[src/rtl/fcl_pkg.sv]
// fuse configuration loader: shared constants, register map and carrier types
// assumes fuse bytes are stable, clock-synchronous levels while the loader samples them

package fcl_pkg;

  // register indices; byte address is four times the index
  localparam logic [5:0] FCL_IDX_WDT = 6'h00;
  localparam logic [5:0] FCL_IDX_BOD = 6'h01;
  localparam logic [5:0] FCL_IDX_OSC = 6'h02;
  localparam logic [5:0] FCL_IDX_TCD = 6'h04;
  localparam logic [5:0] FCL_IDX_SYS = 6'h05;
  localparam logic [5:0] FCL_IDX_CTRL = 6'h10;
  localparam logic [5:0] FCL_IDX_CAL_A = 6'h11;
  localparam logic [5:0] FCL_IDX_CAL_B = 6'h12;
  localparam logic [5:0] FCL_IDX_STATUS = 6'h13;

  // field positions of the control, status and calibration B registers
  localparam int FCL_CTRL_FAULT_DBG_BIT = 0;
  localparam int FCL_CTRL_ERASE_BIT = 1;
  localparam int FCL_STAT_LOADED_BIT = 0;
  localparam int FCL_STAT_NVM_BLOCK_BIT = 1;
  localparam int FCL_STAT_PIN_OFF_BIT = 2;
  localparam int FCL_CAL_B_LOCK_BIT = 7;

  // shadow reset values
  localparam logic [7:0] FCL_WDT_RESET = 8'h00;
  localparam logic [7:0] FCL_BOD_RESET = 8'h00;
  localparam logic [7:0] FCL_OSC_RESET = 8'h02;
  localparam logic [7:0] FCL_TCD_RESET = 8'h00;
  localparam logic [7:0] FCL_SYS_RESET = 8'hc4;

  // field encodings
  localparam logic [1:0] FCL_FREQ_16M = 2'h1;
  localparam logic [1:0] FCL_FREQ_20M = 2'h2;
  localparam logic [1:0] FCL_PIN_GPIO = 2'h0;
  localparam logic [1:0] FCL_PIN_DEBUG = 2'h1;
  localparam logic [1:0] FCL_PIN_RESET = 2'h2;
  localparam logic [2:0] FCL_THRESHOLD_LOW = 3'h0;
  localparam logic [2:0] FCL_THRESHOLD_MID = 3'h2;
  localparam logic [2:0] FCL_THRESHOLD_HIGH = 3'h7;
  localparam logic [1:0] FCL_CRC_BOOT_AND_APP = 2'h2;
  localparam logic [1:0] FCL_CRC_NONE = 2'h3;

  // slow oscillator cycles of the write block and pin driver hold-off
  localparam int FCL_HOLD_SLOW_CYCLES = 768;

  typedef enum logic [1:0] {
    FCL_LOAD = 2'b00,
    FCL_COUNT = 2'b01,
    FCL_DONE = 2'b11
  } fcl_state_e;

  typedef struct packed {
    logic [3:0] window;
    logic [3:0] period;
  } fcl_wdt_s;

  typedef struct packed {
    logic [2:0] brownout_threshold;
    logic brownout_sample_rate;
    logic [1:0] active_mode;
    logic [1:0] sleep_mode;
  } fcl_bod_s;

  typedef struct packed {
    logic osc_calib_lock;
    logic [4:0] unused;
    logic [1:0] osc_frequency_select;
  } fcl_osc_s;

  typedef struct packed {
    logic [3:0] pin_enable;
    logic [3:0] default_level;
  } fcl_tcd_s;

  typedef struct packed {
    logic [1:0] crc_scan_source;
    logic unused;
    logic write_block_disable;
    logic [1:0] reset_pin_function;
    logic unused0;
    logic eeprom_keep_on_erase;
  } fcl_sys_s;

  typedef struct packed {
    fcl_wdt_s wdt;
    fcl_bod_s bod;
    fcl_osc_s osc;
    fcl_tcd_s tcd;
    fcl_sys_s sys;
  } fcl_fuse_s;

  typedef struct packed {
    logic [7:0] osc_coarse_calibration;
    logic [6:0] osc_temp_calibration;
  } fcl_cal_s;

endpackage
[src/rtl/fcl_loader.sv]
// fuse configuration loader: samples the fuse bytes after each reset and drives
// the derived control fields of watchdog, brown-out, oscillator, timer D, crc scan,
// nvm write block and reset pin; registers reachable over an AHB-Lite slave.
// assumes fuse bytes, factory calibration, por flag, lock and debug are hclk-synchronous;
// the slow oscillator arrives from another domain and is synchronised here.
//
// The AHB-Lite slave port was decided locally.

`timescale 1ns/1ps
`default_nettype none

module fcl_loader
  import fcl_pkg::*;
#(
  parameter int BLOCK_CYCLES = FCL_HOLD_SLOW_CYCLES
)
(
  // clock and reset
  input wire logic hclk,
  input wire logic hresetn,
  // ahb-lite slave
  input wire logic hsel,
  input wire logic [31:0] haddr,
  input wire logic [1:0] htrans,
  input wire logic hwrite,
  input wire logic [2:0] hsize,
  input wire logic [31:0] hwdata,
  input wire logic hready,
  output logic hreadyout,
  output logic hresp,
  output logic [31:0] hrdata,
  // nonvolatile sources, device status, slow oscillator and debug entry
  input wire fcl_fuse_s fuse_in,
  input wire fcl_cal_s factory_cal_16m,
  input wire fcl_cal_s factory_cal_20m,
  input wire logic por_flag,
  input wire logic device_locked,
  input wire logic slow_osc_in,
  input wire logic debug_entry,
  // watchdog and brown-out fields
  output fcl_wdt_s wdt_control,
  output fcl_bod_s bod_control,
  // main oscillator
  output logic [1:0] osc_frequency_select,
  output logic [7:0] osc_calibration_a,
  output logic [7:0] osc_calibration_b,
  // timer D
  output logic [7:0] timer_d_fault_control,
  output logic compare_default_load,
  // system
  output logic [1:0] crc_scan_source,
  output logic [1:0] reset_pin_function,
  output logic nvm_write_block,
  output logic reset_pin_out_disable,
  output logic chip_erase_flash,
  output logic chip_erase_eeprom
);

  ////////////////////////////////////////////////////////////////////////////
  // state

  typedef struct packed {
    fcl_state_e fsm;
    fcl_fuse_s fuse;
    logic slow_sync1;
    logic slow_sync2;
    logic slow_prev;
    logic [9:0] slow_count;
    logic nvm_block;
    logic pin_off;
    logic [7:0] cal_a;
    logic [6:0] cal_b_temp;
    logic fault_on_debug;
    logic compare_load;
    logic erase_flash;
    logic erase_eeprom;
    logic ahb_wr;
    logic [5:0] ahb_idx;
    logic [31:0] rdata;
  } fcl_regs_s;

  localparam fcl_regs_s FCL_REGS_RESET = '{
    fsm: FCL_LOAD,
    fuse: {FCL_WDT_RESET, FCL_BOD_RESET, FCL_OSC_RESET, FCL_TCD_RESET, FCL_SYS_RESET},
    slow_count: 10'h000,
    nvm_block: 1'b1,
    pin_off: 1'b1,
    cal_a: 8'h00,
    cal_b_temp: 7'h00,
    rdata: 32'h0000_0000,
    ahb_idx: 6'h00,
    default: 1'b0
  };

  localparam logic [9:0] LAST_COUNT = 10'(BLOCK_CYCLES - 1);

  fcl_regs_s st;
  fcl_regs_s next_st;
  logic slow_rise;
  logic addr_phase;
  logic cal_write_ok;

  ////////////////////////////////////////////////////////////////////////////
  // next-state logic

  always_comb
  begin
    next_st = st;
    next_st.compare_load = 1'b0;
    next_st.erase_flash = 1'b0;
    next_st.erase_eeprom = 1'b0;
    // two-flop synchroniser, edge taken from second and third stages only
    next_st.slow_sync1 = slow_osc_in;
    next_st.slow_sync2 = st.slow_sync1;
    next_st.slow_prev = st.slow_sync2;
    slow_rise = st.slow_sync2 & ~st.slow_prev;
    addr_phase = hsel & hready & htrans[1];
    cal_write_ok = ~st.fuse.osc.osc_calib_lock;

    unique case (st.fsm)
      FCL_LOAD:
      begin
        // single capture after reset release, held afterwards
        next_st.fuse = fuse_in;
        // factory calibration follows the frequency select
        if (fuse_in.osc.osc_frequency_select == FCL_FREQ_16M)
        begin
          next_st.cal_a = factory_cal_16m.osc_coarse_calibration;
          next_st.cal_b_temp = factory_cal_16m.osc_temp_calibration;
        end
        else
        begin
          // reserved codes fall back to the 20 MHz set
          next_st.cal_a = factory_cal_20m.osc_coarse_calibration;
          next_st.cal_b_temp = factory_cal_20m.osc_temp_calibration;
        end
        next_st.compare_load = 1'b1;
        // write block only after power-on, pin general i/o or reset, not disabled
        next_st.nvm_block = por_flag & ~fuse_in.sys.write_block_disable &
          (fuse_in.sys.reset_pin_function == FCL_PIN_GPIO ||
           fuse_in.sys.reset_pin_function == FCL_PIN_RESET);
        // pin driver held off after every reset when general i/o
        next_st.pin_off = fuse_in.sys.reset_pin_function == FCL_PIN_GPIO;
        next_st.slow_count = 10'h000;
        if (next_st.nvm_block | next_st.pin_off)
          next_st.fsm = FCL_COUNT;
        else
          next_st.fsm = FCL_DONE;
      end
      FCL_COUNT:
      begin
        // count slow oscillator cycles, then release both holds
        if (slow_rise)
        begin
          if (st.slow_count == LAST_COUNT)
          begin
            next_st.nvm_block = 1'b0;
            next_st.pin_off = 1'b0;
            next_st.fsm = FCL_DONE;
          end
          else
            next_st.slow_count = st.slow_count + 10'h001;
        end
      end
      FCL_DONE:
      begin
        next_st.slow_count = st.slow_count;
      end
    endcase

    // debug entry reapplies default levels when enabled
    if (debug_entry & st.fault_on_debug)
      next_st.compare_load = 1'b1;

    // data phase of a write: registers update here
    if (st.ahb_wr)
    begin
      unique case (st.ahb_idx)
        FCL_IDX_CTRL:
        begin
          next_st.fault_on_debug = hwdata[FCL_CTRL_FAULT_DBG_BIT];
          if (hwdata[FCL_CTRL_ERASE_BIT])
          begin
            next_st.erase_flash = 1'b1;
            // eeprom erased unless kept, always when locked
            next_st.erase_eeprom = device_locked | ~st.fuse.sys.eeprom_keep_on_erase;
          end
        end
        FCL_IDX_CAL_A:
        begin
          if (cal_write_ok)
            next_st.cal_a = hwdata[7:0];
        end
        FCL_IDX_CAL_B:
        begin
          if (cal_write_ok)
            next_st.cal_b_temp = hwdata[6:0];
        end
        default:
        begin
          next_st.cal_a = next_st.cal_a;
        end
      endcase
    end

    // address phase: latch write target, build read data from updated state
    next_st.ahb_wr = addr_phase & hwrite;
    if (addr_phase)
      next_st.ahb_idx = haddr[7:2];
    next_st.rdata = 32'h0000_0000;
    if (addr_phase & ~hwrite)
    begin
      unique case (haddr[7:2])
        FCL_IDX_WDT: next_st.rdata[7:0] = next_st.fuse.wdt;
        FCL_IDX_BOD: next_st.rdata[7:0] = next_st.fuse.bod;
        FCL_IDX_OSC: next_st.rdata[7:0] = next_st.fuse.osc;
        FCL_IDX_TCD: next_st.rdata[7:0] = next_st.fuse.tcd;
        FCL_IDX_SYS: next_st.rdata[7:0] = next_st.fuse.sys;
        FCL_IDX_CTRL: next_st.rdata[FCL_CTRL_FAULT_DBG_BIT] = next_st.fault_on_debug;
        FCL_IDX_CAL_A: next_st.rdata[7:0] = next_st.cal_a;
        FCL_IDX_CAL_B:
          next_st.rdata[7:0] = {next_st.fuse.osc.osc_calib_lock, next_st.cal_b_temp};
        FCL_IDX_STATUS:
        begin
          next_st.rdata[FCL_STAT_LOADED_BIT] = next_st.fsm != FCL_LOAD;
          next_st.rdata[FCL_STAT_NVM_BLOCK_BIT] = next_st.nvm_block;
          next_st.rdata[FCL_STAT_PIN_OFF_BIT] = next_st.pin_off;
          next_st.rdata[25:16] = next_st.slow_count;
        end
        default: next_st.rdata = 32'h0000_0000;  // unmapped reads zero
      endcase
    end
  end

  ////////////////////////////////////////////////////////////////////////////
  // state register: constants only under reset

  always_ff @(posedge hclk or negedge hresetn)
  begin
    if (!hresetn)
      st <= FCL_REGS_RESET;
    else
      st <= next_st;
  end

  ////////////////////////////////////////////////////////////////////////////
  // outputs straight from state flops, except the constant hreadyout and hresp

  // zero wait states, always okay
  assign hreadyout = 1'b1;
  assign hresp = 1'b0;
  assign hrdata = st.rdata;
  assign wdt_control = st.fuse.wdt;
  assign bod_control = st.fuse.bod;
  assign osc_frequency_select = st.fuse.osc.osc_frequency_select;
  assign osc_calibration_a = st.cal_a;
  assign osc_calibration_b = {st.fuse.osc.osc_calib_lock, st.cal_b_temp};
  // fault control gets the whole timer D byte
  assign timer_d_fault_control = st.fuse.tcd;
  assign compare_default_load = st.compare_load;
  assign crc_scan_source = st.fuse.sys.crc_scan_source;
  assign reset_pin_function = st.fuse.sys.reset_pin_function;
  assign nvm_write_block = st.nvm_block;
  assign reset_pin_out_disable = st.pin_off;
  assign chip_erase_flash = st.erase_flash;
  assign chip_erase_eeprom = st.erase_eeprom;

  ////////////////////////////////////////////////////////////////////////////
  // checks

  logic in_load;
  assign in_load = st.fsm == FCL_LOAD;

  property p_hold_fuses;
    @(posedge hclk) disable iff (!hresetn)
    !in_load |=> $stable(st.fuse);
  endproperty
  a_hold_fuses: assert property (p_hold_fuses) else $error("fuse shadow changed");

  property p_wdt_window;
    @(posedge hclk) disable iff (!hresetn)
    in_load |=> wdt_control.window == $past(fuse_in.wdt.window);
  endproperty
  a_wdt_window: assert property (p_wdt_window) else $error("window not loaded");

  property p_wdt_period;
    @(posedge hclk) disable iff (!hresetn)
    in_load ##1 !in_load [*3] |-> wdt_control.period == $past(fuse_in.wdt.period, 3);
  endproperty
  a_wdt_period: assert property (p_wdt_period) else $error("period not held");

  property p_bod_level;
    @(posedge hclk) disable iff (!hresetn)
    in_load |=> bod_control.brownout_threshold == $past(fuse_in.bod.brownout_threshold);
  endproperty
  a_bod_level: assert property (p_bod_level) else $error("threshold wrong");

  property p_bod_rate;
    @(posedge hclk) disable iff (!hresetn)
    in_load |=> bod_control.brownout_sample_rate == $past(fuse_in.bod.brownout_sample_rate);
  endproperty
  a_bod_rate: assert property (p_bod_rate) else $error("sample rate wrong");

  property p_bod_active;
    @(posedge hclk) disable iff (!hresetn)
    in_load |=> bod_control.active_mode == $past(fuse_in.bod.active_mode);
  endproperty
  a_bod_active: assert property (p_bod_active) else $error("active mode wrong");

  property p_bod_sleep;
    @(posedge hclk) disable iff (!hresetn)
    in_load |=> bod_control.sleep_mode == $past(fuse_in.bod.sleep_mode);
  endproperty
  a_bod_sleep: assert property (p_bod_sleep) else $error("sleep mode wrong");

  property p_cal_locked;
    @(posedge hclk) disable iff (!hresetn)
    st.ahb_wr && st.fuse.osc.osc_calib_lock && !in_load |=> $stable(osc_calibration_a);
  endproperty
  a_cal_locked: assert property (p_cal_locked) else $error("locked cal written");

  property p_freq_16m;
    @(posedge hclk) disable iff (!hresetn)
    in_load && fuse_in.osc.osc_frequency_select == FCL_FREQ_16M
      |=> osc_calibration_a == $past(factory_cal_16m.osc_coarse_calibration);
  endproperty
  a_freq_16m: assert property (p_freq_16m) else $error("16 MHz cal wrong");

  property p_tcd_byte;
    @(posedge hclk) disable iff (!hresetn)
    in_load |=> timer_d_fault_control == $past(fuse_in.tcd);
  endproperty
  a_tcd_byte: assert property (p_tcd_byte) else $error("fault control wrong");

  property p_pin_enable;
    @(posedge hclk) disable iff (!hresetn)
    in_load |=> timer_d_fault_control[7:4] == $past(fuse_in.tcd.pin_enable);
  endproperty
  a_pin_enable: assert property (p_pin_enable) else $error("pin enables wrong");

  property p_debug_reload;
    @(posedge hclk) disable iff (!hresetn)
    debug_entry && st.fault_on_debug |=> compare_default_load;
  endproperty
  a_debug_reload: assert property (p_debug_reload) else $error("no reload on debug");

  property p_crc_src;
    @(posedge hclk) disable iff (!hresetn)
    in_load |=> crc_scan_source == $past(fuse_in.sys.crc_scan_source);
  endproperty
  a_crc_src: assert property (p_crc_src) else $error("crc source wrong");

  property p_block_len;
    @(posedge hclk) disable iff (!hresetn)
    $fell(nvm_write_block) && !$past(in_load) |-> $past(st.slow_count) == LAST_COUNT;
  endproperty
  a_block_len: assert property (p_block_len) else $error("write block too short");

  property p_block_off;
    @(posedge hclk) disable iff (!hresetn)
    in_load && fuse_in.sys.write_block_disable |=> !nvm_write_block;
  endproperty
  a_block_off: assert property (p_block_off) else $error("block despite disable");

  property p_pin_func;
    @(posedge hclk) disable iff (!hresetn)
    in_load |=> reset_pin_function == $past(fuse_in.sys.reset_pin_function);
  endproperty
  a_pin_func: assert property (p_pin_func) else $error("pin function wrong");

  property p_pin_off;
    @(posedge hclk) disable iff (!hresetn)
    in_load && fuse_in.sys.reset_pin_function == FCL_PIN_GPIO
      |=> reset_pin_out_disable [*8];
  endproperty
  a_pin_off: assert property (p_pin_off) else $error("pin driver released early");

  property p_keep_eeprom;
    @(posedge hclk) disable iff (!hresetn)
    chip_erase_flash && !chip_erase_eeprom |-> $past(!device_locked);
  endproperty
  a_keep_eeprom: assert property (p_keep_eeprom) else $error("eeprom kept wrongly");

  property p_locked_erase;
    @(posedge hclk) disable iff (!hresetn)
    st.ahb_wr && st.ahb_idx == FCL_IDX_CTRL && hwdata[FCL_CTRL_ERASE_BIT] && device_locked
      |=> chip_erase_eeprom && chip_erase_flash;
  endproperty
  a_locked_erase: assert property (p_locked_erase) else $error("locked erase kept eeprom");

endmodule

`default_nettype wire

[config.mk]
export PLATFORM = sky130hd
export DESIGN_NAME = fcl_loader
export DESIGN_NICKNAME = d
export VERILOG_FILES = /design/src/rtl/fcl_pkg.sv /design/src/rtl/fcl_loader.sv
export SDC_FILE = /design/constraint.sdc
export NUM_CORES = 1
export LEC_CHECK = 0
export BUFFER_PORTS_ARGS = -buffer_cell sky130_fd_sc_hd__buf_2
export CORE_MARGIN = 3
export CORE_UTILIZATION = 25
export DETAILED_ROUTE_END_ITERATION = 12
export GPL_TIMING_DRIVEN = 0
export HOLD_SLACK_MARGIN = 0.15
export SLEW_MARGIN = 20
export SYNTH_ARGS = -nofsm -noshare
export SYNTH_HDL_FRONTEND = slang
export SYNTH_SLANG_ARGS = --single-unit
[constraint.sdc]
create_clock -name hclk -period 1.88 [get_ports hclk]
set_input_delay 0.188 -clock hclk [delete_from_list [all_inputs] [get_ports hclk]]
set_output_delay 0.188 -clock hclk [all_outputs]
set_load 0.005 [all_outputs]
-- After elaboration in Yosys (flattened, before gate mapping)
Index checks and enable logic that the tools add are counted.
- flip-flop bits (word level): 115
- bits of input ports: 148
- logic and storage cells: 97
- $add $sub $neg: 1
- equality and inequality tests: 16
- mux-type cells: 28
- bitwise logic cells: 14
- reductions and logical operators: 5
- operators with widths (kind ; count):
    6-bit by 5-bit == test with 1-bit output, second input constant ; 7
    40-bit two-way mux ; 1
    5-bit one-hot mux with 7 select lines ; 1
    15-bit two-way mux ; 2
    10-bit one-hot mux with 3 select lines ; 1
    26-bit two-way mux ; 1
    10-bit two-way mux ; 2
    16-bit two-way mux ; 1
    8-bit two-way mux ; 2
    2-bit one-hot mux with 8 select lines ; 1
    2-bit two-way mux ; 7
    7-bit two-way mux ; 2
    6-bit by 3-bit == test with 1-bit output, second input constant ; 2
    12-bit two-way mux ; 1
    10-bit by 1-bit adder with 10-bit output, second input constant ; 1
    10-bit == test, second input constant ; 1
    1-bit one-hot mux with 9 select lines ; 1
    1-bit AND ; 8
    2-bit one-hot mux with 2 select lines ; 2
    6-bit by 1-bit == test with 1-bit output, second input constant ; 1
    6-bit by 2-bit == test with 1-bit output, second input constant ; 1
    6-bit zero test ; 1
    2-bit by 1-bit == test with 1-bit output, second input constant ; 2
    2-bit == test, second input constant ; 2
    6 further kinds ; 13

-- Longest topological paths before layout
Gate-level depths: netlist of the first run.
- depth in word-level cells: 9
- mapped depth: 8

-- Worst setup path after synthesis of the first run
No wires, ideal clock.
- path kind: register to register
- start point: reg st (netlist bit osc_calibration_b[7])
- end point: reg st (netlist bit hrdata[3])
- arrival: 1.553 ns
- required time: 1.737 ns
- setup slack: 0.184 ns
- stages on the path, launching flop included: 7
- period minus slack after synthesis: 1.696 ns
- cells stage by stage: dfrtp_1 -> or4_1 -> clkbuf_1 -> o22ai_1 -> o21ai_1 -> a22oi_1 -> a31oi_1
- RTL lines (what ; line ; RTL):
    start, declared ; fcl_loader.sv:97 ; fcl_regs_s st;
    start signal, assigned ; fcl_loader.sv:243 ; st <= next_st;

==> impl_results.md, run 1 <==
- Layout cells sized above 1: 0.506
- Status: finished, violations left
- Vias per inst: roughly 4.4
- Nature of the critical path startpoint: flop
- Netlist cell types: 59
- Die Ht: around 150 um
- Final clock skew: around 7 ps
- Fill cells: between 2000 and 2500
- Final Max Slew Viols: 0
- H-Tree Level Count: 3
- Final setup vio count: 2
- Most frequent cells after synthesis: dfrtp_1, buf_4, mux2_2, nand2_1, nand3_1
- Hold Vio Cnt, Final: 0
- Clock buffer depth: 2
- Crit. End Element: flop
- Yosys top cell by area: dfrtp_1
- Leakage Power: around 3.7 nW
- # nets final: between 900 and 1000
- Number of port buffers: 159
- Slew margin rel.: 0.388
- DP Area: between 0.006 and 0.007 mm2
- Top cells by area, synth: dfrtp_1, buf_4, mux2_2, dfstp_2, nand3_1
- Synth Cell Area: 0.00553 mm2
- Drt wl/cell: 16.6 um
- Worst Max-Slew Pin Slew: ~910 ps
- CP Data Required Time: approximately 2100 ps
- HPWL Detailed: around 13000 um
- Total GRT Usage: 0.147
- CTS tree: yes
- Slowest CP cell: or4_4
- Vias in the first global route: around 4800
- CP Class: flop to flop
- Die Wd: 155 um
- Setup slack after placement: -342 ps
- Area grow syn2layout: 45.2%
- CTS Buf Count: 9
- Pin count of the biggest net entering global routing: 59
- # diodes: 0
- First DRT Iteration DRCs: between 200 and 250
- Syn Inst Count: 520
- Seq/Total Area, Yosys: 0.458
- HP Class: input pin to flop
- CP top delay family: compound AO/OA/AOI/OAI gates
- Total number of vias: roughly 4600
- Unrepaired setup endpoints after global routing: true
- Non-filler instance count after layout: roughly 1000
- Net Sw Frac: 0.261
- Design area: 0.00803 mm2
- Inst Count DP: just under 1000
- Core ar.: 0.0214 mm2
- Initial Util: 0.259
- Worst Path Max Fanout: 7
- Most frequent cell after synthesis: dfrtp_1
- Critical path arrival: about 2100 ps
- Hold slack: roughly 170 ps
- Final min period: roughly 1900 ps
- Combinational share of power: 0.208
- Period utilisation layout: 1.01
- Violated checks: setup timing
- Pwr Density: a little over 700 mW/mm2
- Clock Power Share: 0.350
- Synth Warn #: 0
- Setup WS post-layout: -14.6 ps
- Drc violations: 0
- P_sw: approximately 1.5 mW
- DR pass1 iterations: 4
- Commonest register cell after synthesis: dfrtp_1
- Worst-Skew Late Latency: 350 ps
- ANT nets after route: 0
- Io pins: around 230
- Max-Cap Viols: 0
- Max frequency: 0.528 GHz
- Row cnt: 53
- FFs w/ async S/R, synth: 1.00
- Buffers & Inverters on Critical Path: 0
- Worst-path clk slew: roughly 70 ps
- Clock sink total: just over 100
- Power, Total: between 5 and 6 mW
- Fin util: 0.376
- Global route total overflow: 0
- Flops & latches, synth: between 100 and 150
- Seq pwr share: 0.443
- Critical-path cell list: or4_4, o22ai_2, o21ai_2, a22oi_2, a31oi_1
- Routed wire length: roughly 17000 um
- Mapped Avg Cell Area: about 11 um2
- Internal power: 4.19 mW
- Worst-case vdd ir drop: 0.297 mV
- Die area: 0.0240 mm2
- TNS Setup: -16.9 ps
- Clock root buffer: clkbuf_16
- First-pass GRT wire length: 27300 um
- GP Congestion: 0.829
- Crit-path max cell delay: ~620 ps
- Initial antenna violation count: 0
- Yosys top cell area share: 0.430
- Post-synth EDFFs: 0
[sequential cells by signal, indices dropped and copies added (netlist names)]
| register | count |
|---|---|
| compare_default_load | 1 |
| osc_calibration_a | 8 |
| st | 30 |
| chip_erase_flash | 1 |
| timer_d_fault_control | 8 |
| bod_control | 8 |
| nvm_write_block | 1 |
| osc_frequency_select | 2 |
| osc_calibration_b | 8 |
| reset_pin_function | 2 |
| reset_pin_out_disable | 1 |
| hrdata | 18 |
| next_st | 2 |
| chip_erase_eeprom | 1 |
| crc_scan_source | 2 |
| wdt_control | 8 |
[placed cells by master (no fill, tap or decap), types with 3 or more instances in the layout]
cell,instances
nand2_1,30
buf_2,164
dfrtp_2,3
nand3_1,26
nand4b_1,3
buf_6,8
clkbuf_16,9
dfrtp_1,92
o22ai_1,6
inv_1,4
o31ai_2,6
nor3_1,4
conb_1,16
and2_1,8
a211oi_4,10
and3b_1,15
nor2b_1,14
nor2_1,22
xor2_1,6
buf_4,95
dlygate4sd3_1,48
nand2b_1,7
a22oi_2,7
clkbuf_1,11
and3_1,6
a21oi_1,3
a21o_1,5
mux2_2,40
a22oi_1,7
mux2i_1,4
a211oi_2,5
dfstp_2,6
nand4_1,8
nor4b_4,3
a31oi_1,8
o21ai_2,5
and2_0,5
nor4_1,3
[worst register-to-register path, stage by stage, from the launching register on]
cell and delay [ps]:
dfrtp_2 430, or4_4 620, o22ai_2 160, o21ai_2 120, a22oi_2 280, a31oi_1 140
[layout make-up]
| class | count | area [um2] | area share |
|---|---|---|---|
| multi-input cells | 321 | 2620 | 0.326 |
| flip-flops and latches | 101 | 2540 | 0.316 |
| repair buffers | 221 | 1410 | 0.176 |
| plain buffers | 106 | 795 | 0.0989 |
| well taps | 275 | 344 | 0.0428 |
| clock buffers | 12 | 236 | 0.0294 |
| clock inverters | 4 | 72.6 | 0.00903 |
| inverters | 4 | 15.0 | 0.00187 |
[path summary, 6_finish.rpt]
check                      slack, ps                              end  depth (start not counted)                           start
min                              170  reset_pin_function[1]$_DFF_PN0_                          2                      fuse_in[3]
min in group asynchronous        380             hrdata[20]$_DFF_PN0_                          2                         hresetn
max                              -10              hrdata[4]$_DFF_PN0_                          5  osc_calibration_b[7]$_DFF_PN0_
max reg2reg                      -10              hrdata[4]$_DFF_PN0_                          5  osc_calibration_b[7]$_DFF_PN0_
min reg2reg                      350            next_st[70]$_DFF_PN0_                          0           next_st[71]$_DFF_PN0_
max in group asynchronous        830     crc_scan_source[1]$_DFF_PN1_                          3                         hresetn
[power by group through the flow]
stage	Sequential [mW]	Clock [mW]	Combinational [mW]
2_1_floorplan	2.50	0	0.572
5_1_grt	2.53	2.14	1.29
4_1_cts	2.50	2.04	1.15
6_report	2.51	1.98	1.18
3_3_place_gp	2.53	0	0.982
3_5_place_dp	2.53	0	1.00
[what timing repair did]
action | CTS | global route
hold buffers | 48 | 0
endpoints found under the setup margin | 9 | 19
hold endpoints to repair | 107 | 0
pin swaps | 11 | 12
gates resized for setup | 50 | 33
setup buffers | 8 | 5
[routing by layer]
layer  vias up  track usage  share of wire
met5         -            0              0
met4         0       0.0467          0.016
li1       2235            -              -
met1      2207        0.200           0.46
met3        14       0.0232          0.059
met2       148        0.240           0.46
[kinds of logic (layout without fill, tap and decap cells)]
logic type / after synthesis / in the layout / share of synthesized area
compound gates: 80 / 80 / 0.107
xor+xnor: 8 / 8 / 0.0127
other cells: 2 / 16 / 0.00136
buf+inv: 112 / 347 / 0.140
flops: 101 / 101 / 0.458
fa+ha+maj: 1 / 1 / 0.00226
simple gates: 170 / 170 / 0.186
mux: 46 / 46 / 0.0925
(Power assumes the default switching activity.)
==> run 2: changes to the inputs <==
--- a/config.mk
+++ b/config.mk
@@ -6,10 +6,10 @@
 export NUM_CORES = 1
 export LEC_CHECK = 0
 export BUFFER_PORTS_ARGS = -buffer_cell sky130_fd_sc_hd__buf_2
+export CORE_ASPECT_RATIO = 1.1
 export CORE_MARGIN = 3
 export CORE_UTILIZATION = 25
 export DETAILED_ROUTE_END_ITERATION = 12
-export GPL_TIMING_DRIVEN = 0
 export HOLD_SLACK_MARGIN = 0.15
 export SLEW_MARGIN = 20
 export SYNTH_ARGS = -nofsm -noshare
==> impl_results.md, run 2 (synthesis gave the netlist of run 1 again) <==
- Design area: 0.00762 mm2 (was 0.00803 mm2)
- # diodes: 0 (unchanged)
- Combinational share of power: 0.193 (was 0.208)
- Core ar.: 0.0215 mm2 (was 0.0214 mm2)
- DR pass1 iterations: 4 (unchanged)
- HPWL Detailed: 12600 um (was 13200 um)
- Total number of vias: 4414 (was 4604)
- Worst-case vdd ir drop: 0.341 mV (was 0.297 mV)
- Worst-Skew Late Latency: 360 ps (was 350 ps)
- Clock sink total: 101 (unchanged)
- Row cnt: 56 (was 53)
- Worst Max-Slew Pin Slew: 591 ps (was 910 ps)
- Flip-flop count of the largest register after layout: 30 (unchanged)
- Clock root buffer: clkbuf_16 (unchanged)
- Non-filler instance count after layout: 1003 (was 1044)
- CTS tree: yes (unchanged)
- Final setup vio count: 0 (was 2)
- GP Congestion: 0.831 (was 0.829)
- Global route total overflow: 0 (unchanged)
- Leakage Power: 3.48 nW (was 3.74 nW)
- CP Class: flop to flop (unchanged)
- Hold slack: 175 ps (was 173 ps)
- Status: finished, final reports clean (was finished, violations left)
- Area grow syn2layout: 37.7% (was 45.2%)
- Largest register by flop count: st (unchanged)
- Clock buffer depth: 2 (unchanged)
- Hold Vio Cnt, Final: 0 (unchanged)
- HP Class: input pin to flop (unchanged)
- Initial antenna violation count: 0 (unchanged)
- Pin count of the biggest net entering global routing: 46 (was 59)
- Crit. End Element: flop (unchanged)
- P_sw: 1.49 mW (was 1.48 mW)
- Max frequency: 0.542 GHz (was 0.528 GHz)
- Power, Total: 5.48 mW (was 5.67 mW)
- Commonest non-fill, non-tap cell in the layout: buf_2 (unchanged)
- Worst Path Max Fanout: 7 (unchanged)
- First DRT Iteration DRCs: 204 (was 207)
- CP Data Required Time: 2090 ps (was 2080 ps)
- Die Wd: 148 um (was 155 um)
- Net Sw Frac: 0.272 (was 0.261)
- Fill cells: 2159 (was 2133)
- # nets final: 857 (was 913)
- ANT nets after route: 0 (unchanged)
- Seq pwr share: 0.451 (was 0.443)
- Internal power: 3.99 mW (was 4.19 mW)
- Nature of the critical path startpoint: flop (unchanged)
- Routed wire length: 16900 um (was 17400 um)
- Layout cells sized above 1: 0.464 (was 0.506)
- Die area: 0.0240 mm2 (about the same)
- Worst-path clk slew: 80 ps (was 70 ps)
- Max-Cap Viols: 0 (unchanged)
- Initial Util: 0.257 (was 0.259)
- Pwr Density: 719 mW/mm2 (was 706 mW/mm2)
- Clock Power Share: 0.356 (was 0.350)
- Io pins: 233 (unchanged)
- Total GRT Usage: 0.140 (was 0.147)
- Period utilisation layout: 0.982 (was 1.01)
- H-Tree Level Count: 3 (unchanged)
- Drt wl/cell: 16.9 um (was 16.6 um)
- Final clock skew: 10.6 ps (was 6.98 ps)
- Drc violations: 0 (unchanged)
- Number of port buffers: 162 (was 159)
- Die Ht: 162 um (was 155 um)
- Slew margin rel.: 0.603 (was 0.388)
- Inst Count DP: 932 (was 969)
- Vias in the first global route: 4588 (was 4824)
- Critical path arrival: 2050 ps (was 2100 ps)
- First-pass GRT wire length: 25700 um (was 27300 um)
- CTS Buf Count: 9 (unchanged)
- Vias per inst: 4.40 (was 4.41)
- Commonest non-fill, non-tap cells in the layout: buf_2, dfrtp_1, dlygate4sd3_1 (was buf_2, buf_4, dfrtp_1)
- Unrepaired setup endpoints after global routing: true (unchanged)
- Final Max Slew Viols: 0 (unchanged)
- Final min period: 1850 ps (was 1890 ps)
- DP Area: 0.00648 mm2 (was 0.00676 mm2)
## run 2: changes by cell type in the layout (fill, tap and decap cells not counted), sizes merged
| cell | delta |
|---|---|
| clkbuf | -10 |
| bufinv | -1 |
| inv | +1 |
| clkinvlp | +2 |
| buf | -50 |
| dlygate4sd3 | +1 |
| nor2 | +1 |
## run 2: layer usage
metal / GRT usage / vias to the layer above / routed length [um]
li1: - / 2145 / -
met1: 0.189 / 2113 / 7720
met2: 0.225 / 141 / 7910
met3: 0.0237 / 15 / 928
met4: 0.0517 / 0 / 358
met5: 0 / - / 0
## run 2: final timing paths
path	endpoint	depth (start not counted)	from	slack, ps
worst min register to register	next_st[70]$_DFF_PN0_	0	next_st[71]$_DFF_PN0_	370
worst max register to register	hrdata[6]$_DFF_PN0_	6	st[34]$_DFFE_PN0P_	30
worst min-delay path	reset_pin_function[1]$_DFF_PN0_	2	fuse_in[3]	170
worst max-delay path	hrdata[6]$_DFF_PN0_	6	st[34]$_DFFE_PN0P_	30
min in group asynchronous	hrdata[18]$_DFF_PN0_	2	hresetn	290
max in group asynchronous	crc_scan_source[1]$_DFF_PN1_	3	hresetn	1000
## run 2: repair_timing
| action | 4_1_cts | 5_1_grt |
|---|---|---|
| resized for setup | 11 | 42 |
| gates cloned | 2 | 0 |
| pin swaps | 2 | 8 |
| buffers inserted | 2 | 2 |
| endpoints found under the setup margin | 7 | 12 |
| hold buffers | 49 | 0 |
| endpoints found under the hold margin | 149 | 0 |
## run 2: power groups by stage
stage / Combinational, mW / Sequential [mW] / Clock (mW)
after detailed placement: 0.911 / 2.50 / 0
final: 1.06 / 2.47 / 1.95
after floorplan: 0.572 / 2.50 / 0
after global routing: 1.16 / 2.49 / 2.07
after CTS: 1.01 / 2.46 / 2.00
after global placement: 0.905 / 2.50 / 0
## run 2: cell type report
cell class | count | area [um2] | area share
clock buffer | 10 | 239 | 0.0314
clock inverter | 6 | 70.1 | 0.00920
inverter | 4 | 15.0 | 0.00197
multi-input combinational | 322 | 2520 | 0.331
sequential | 101 | 2530 | 0.333
tap | 290 | 363 | 0.0476
timing repair buffer | 270 | 1880 | 0.246
## run 2: critical path, cell delays in order (launching register included)
cell     delay, ps
dfrtp_1        380
or4_4          620
o22ai_1        210
o21ai_2         90
a22oi_2        170
buf_4          150
a31oi_1         90
## run 2: metrics by stage
step / setup TNS [ps] / worst slack [ps] / util
after floorplan: 0 / 184 / -
after global placement: -140 / -43.6 / 0.301
after detailed placement: -288 / -71.3 / 0.301
after CTS: -22.0 / -9.44 / 0.343
after global routing: -90.4 / -53.5 / 0.354
final: 0 / 33.4 / 0.354
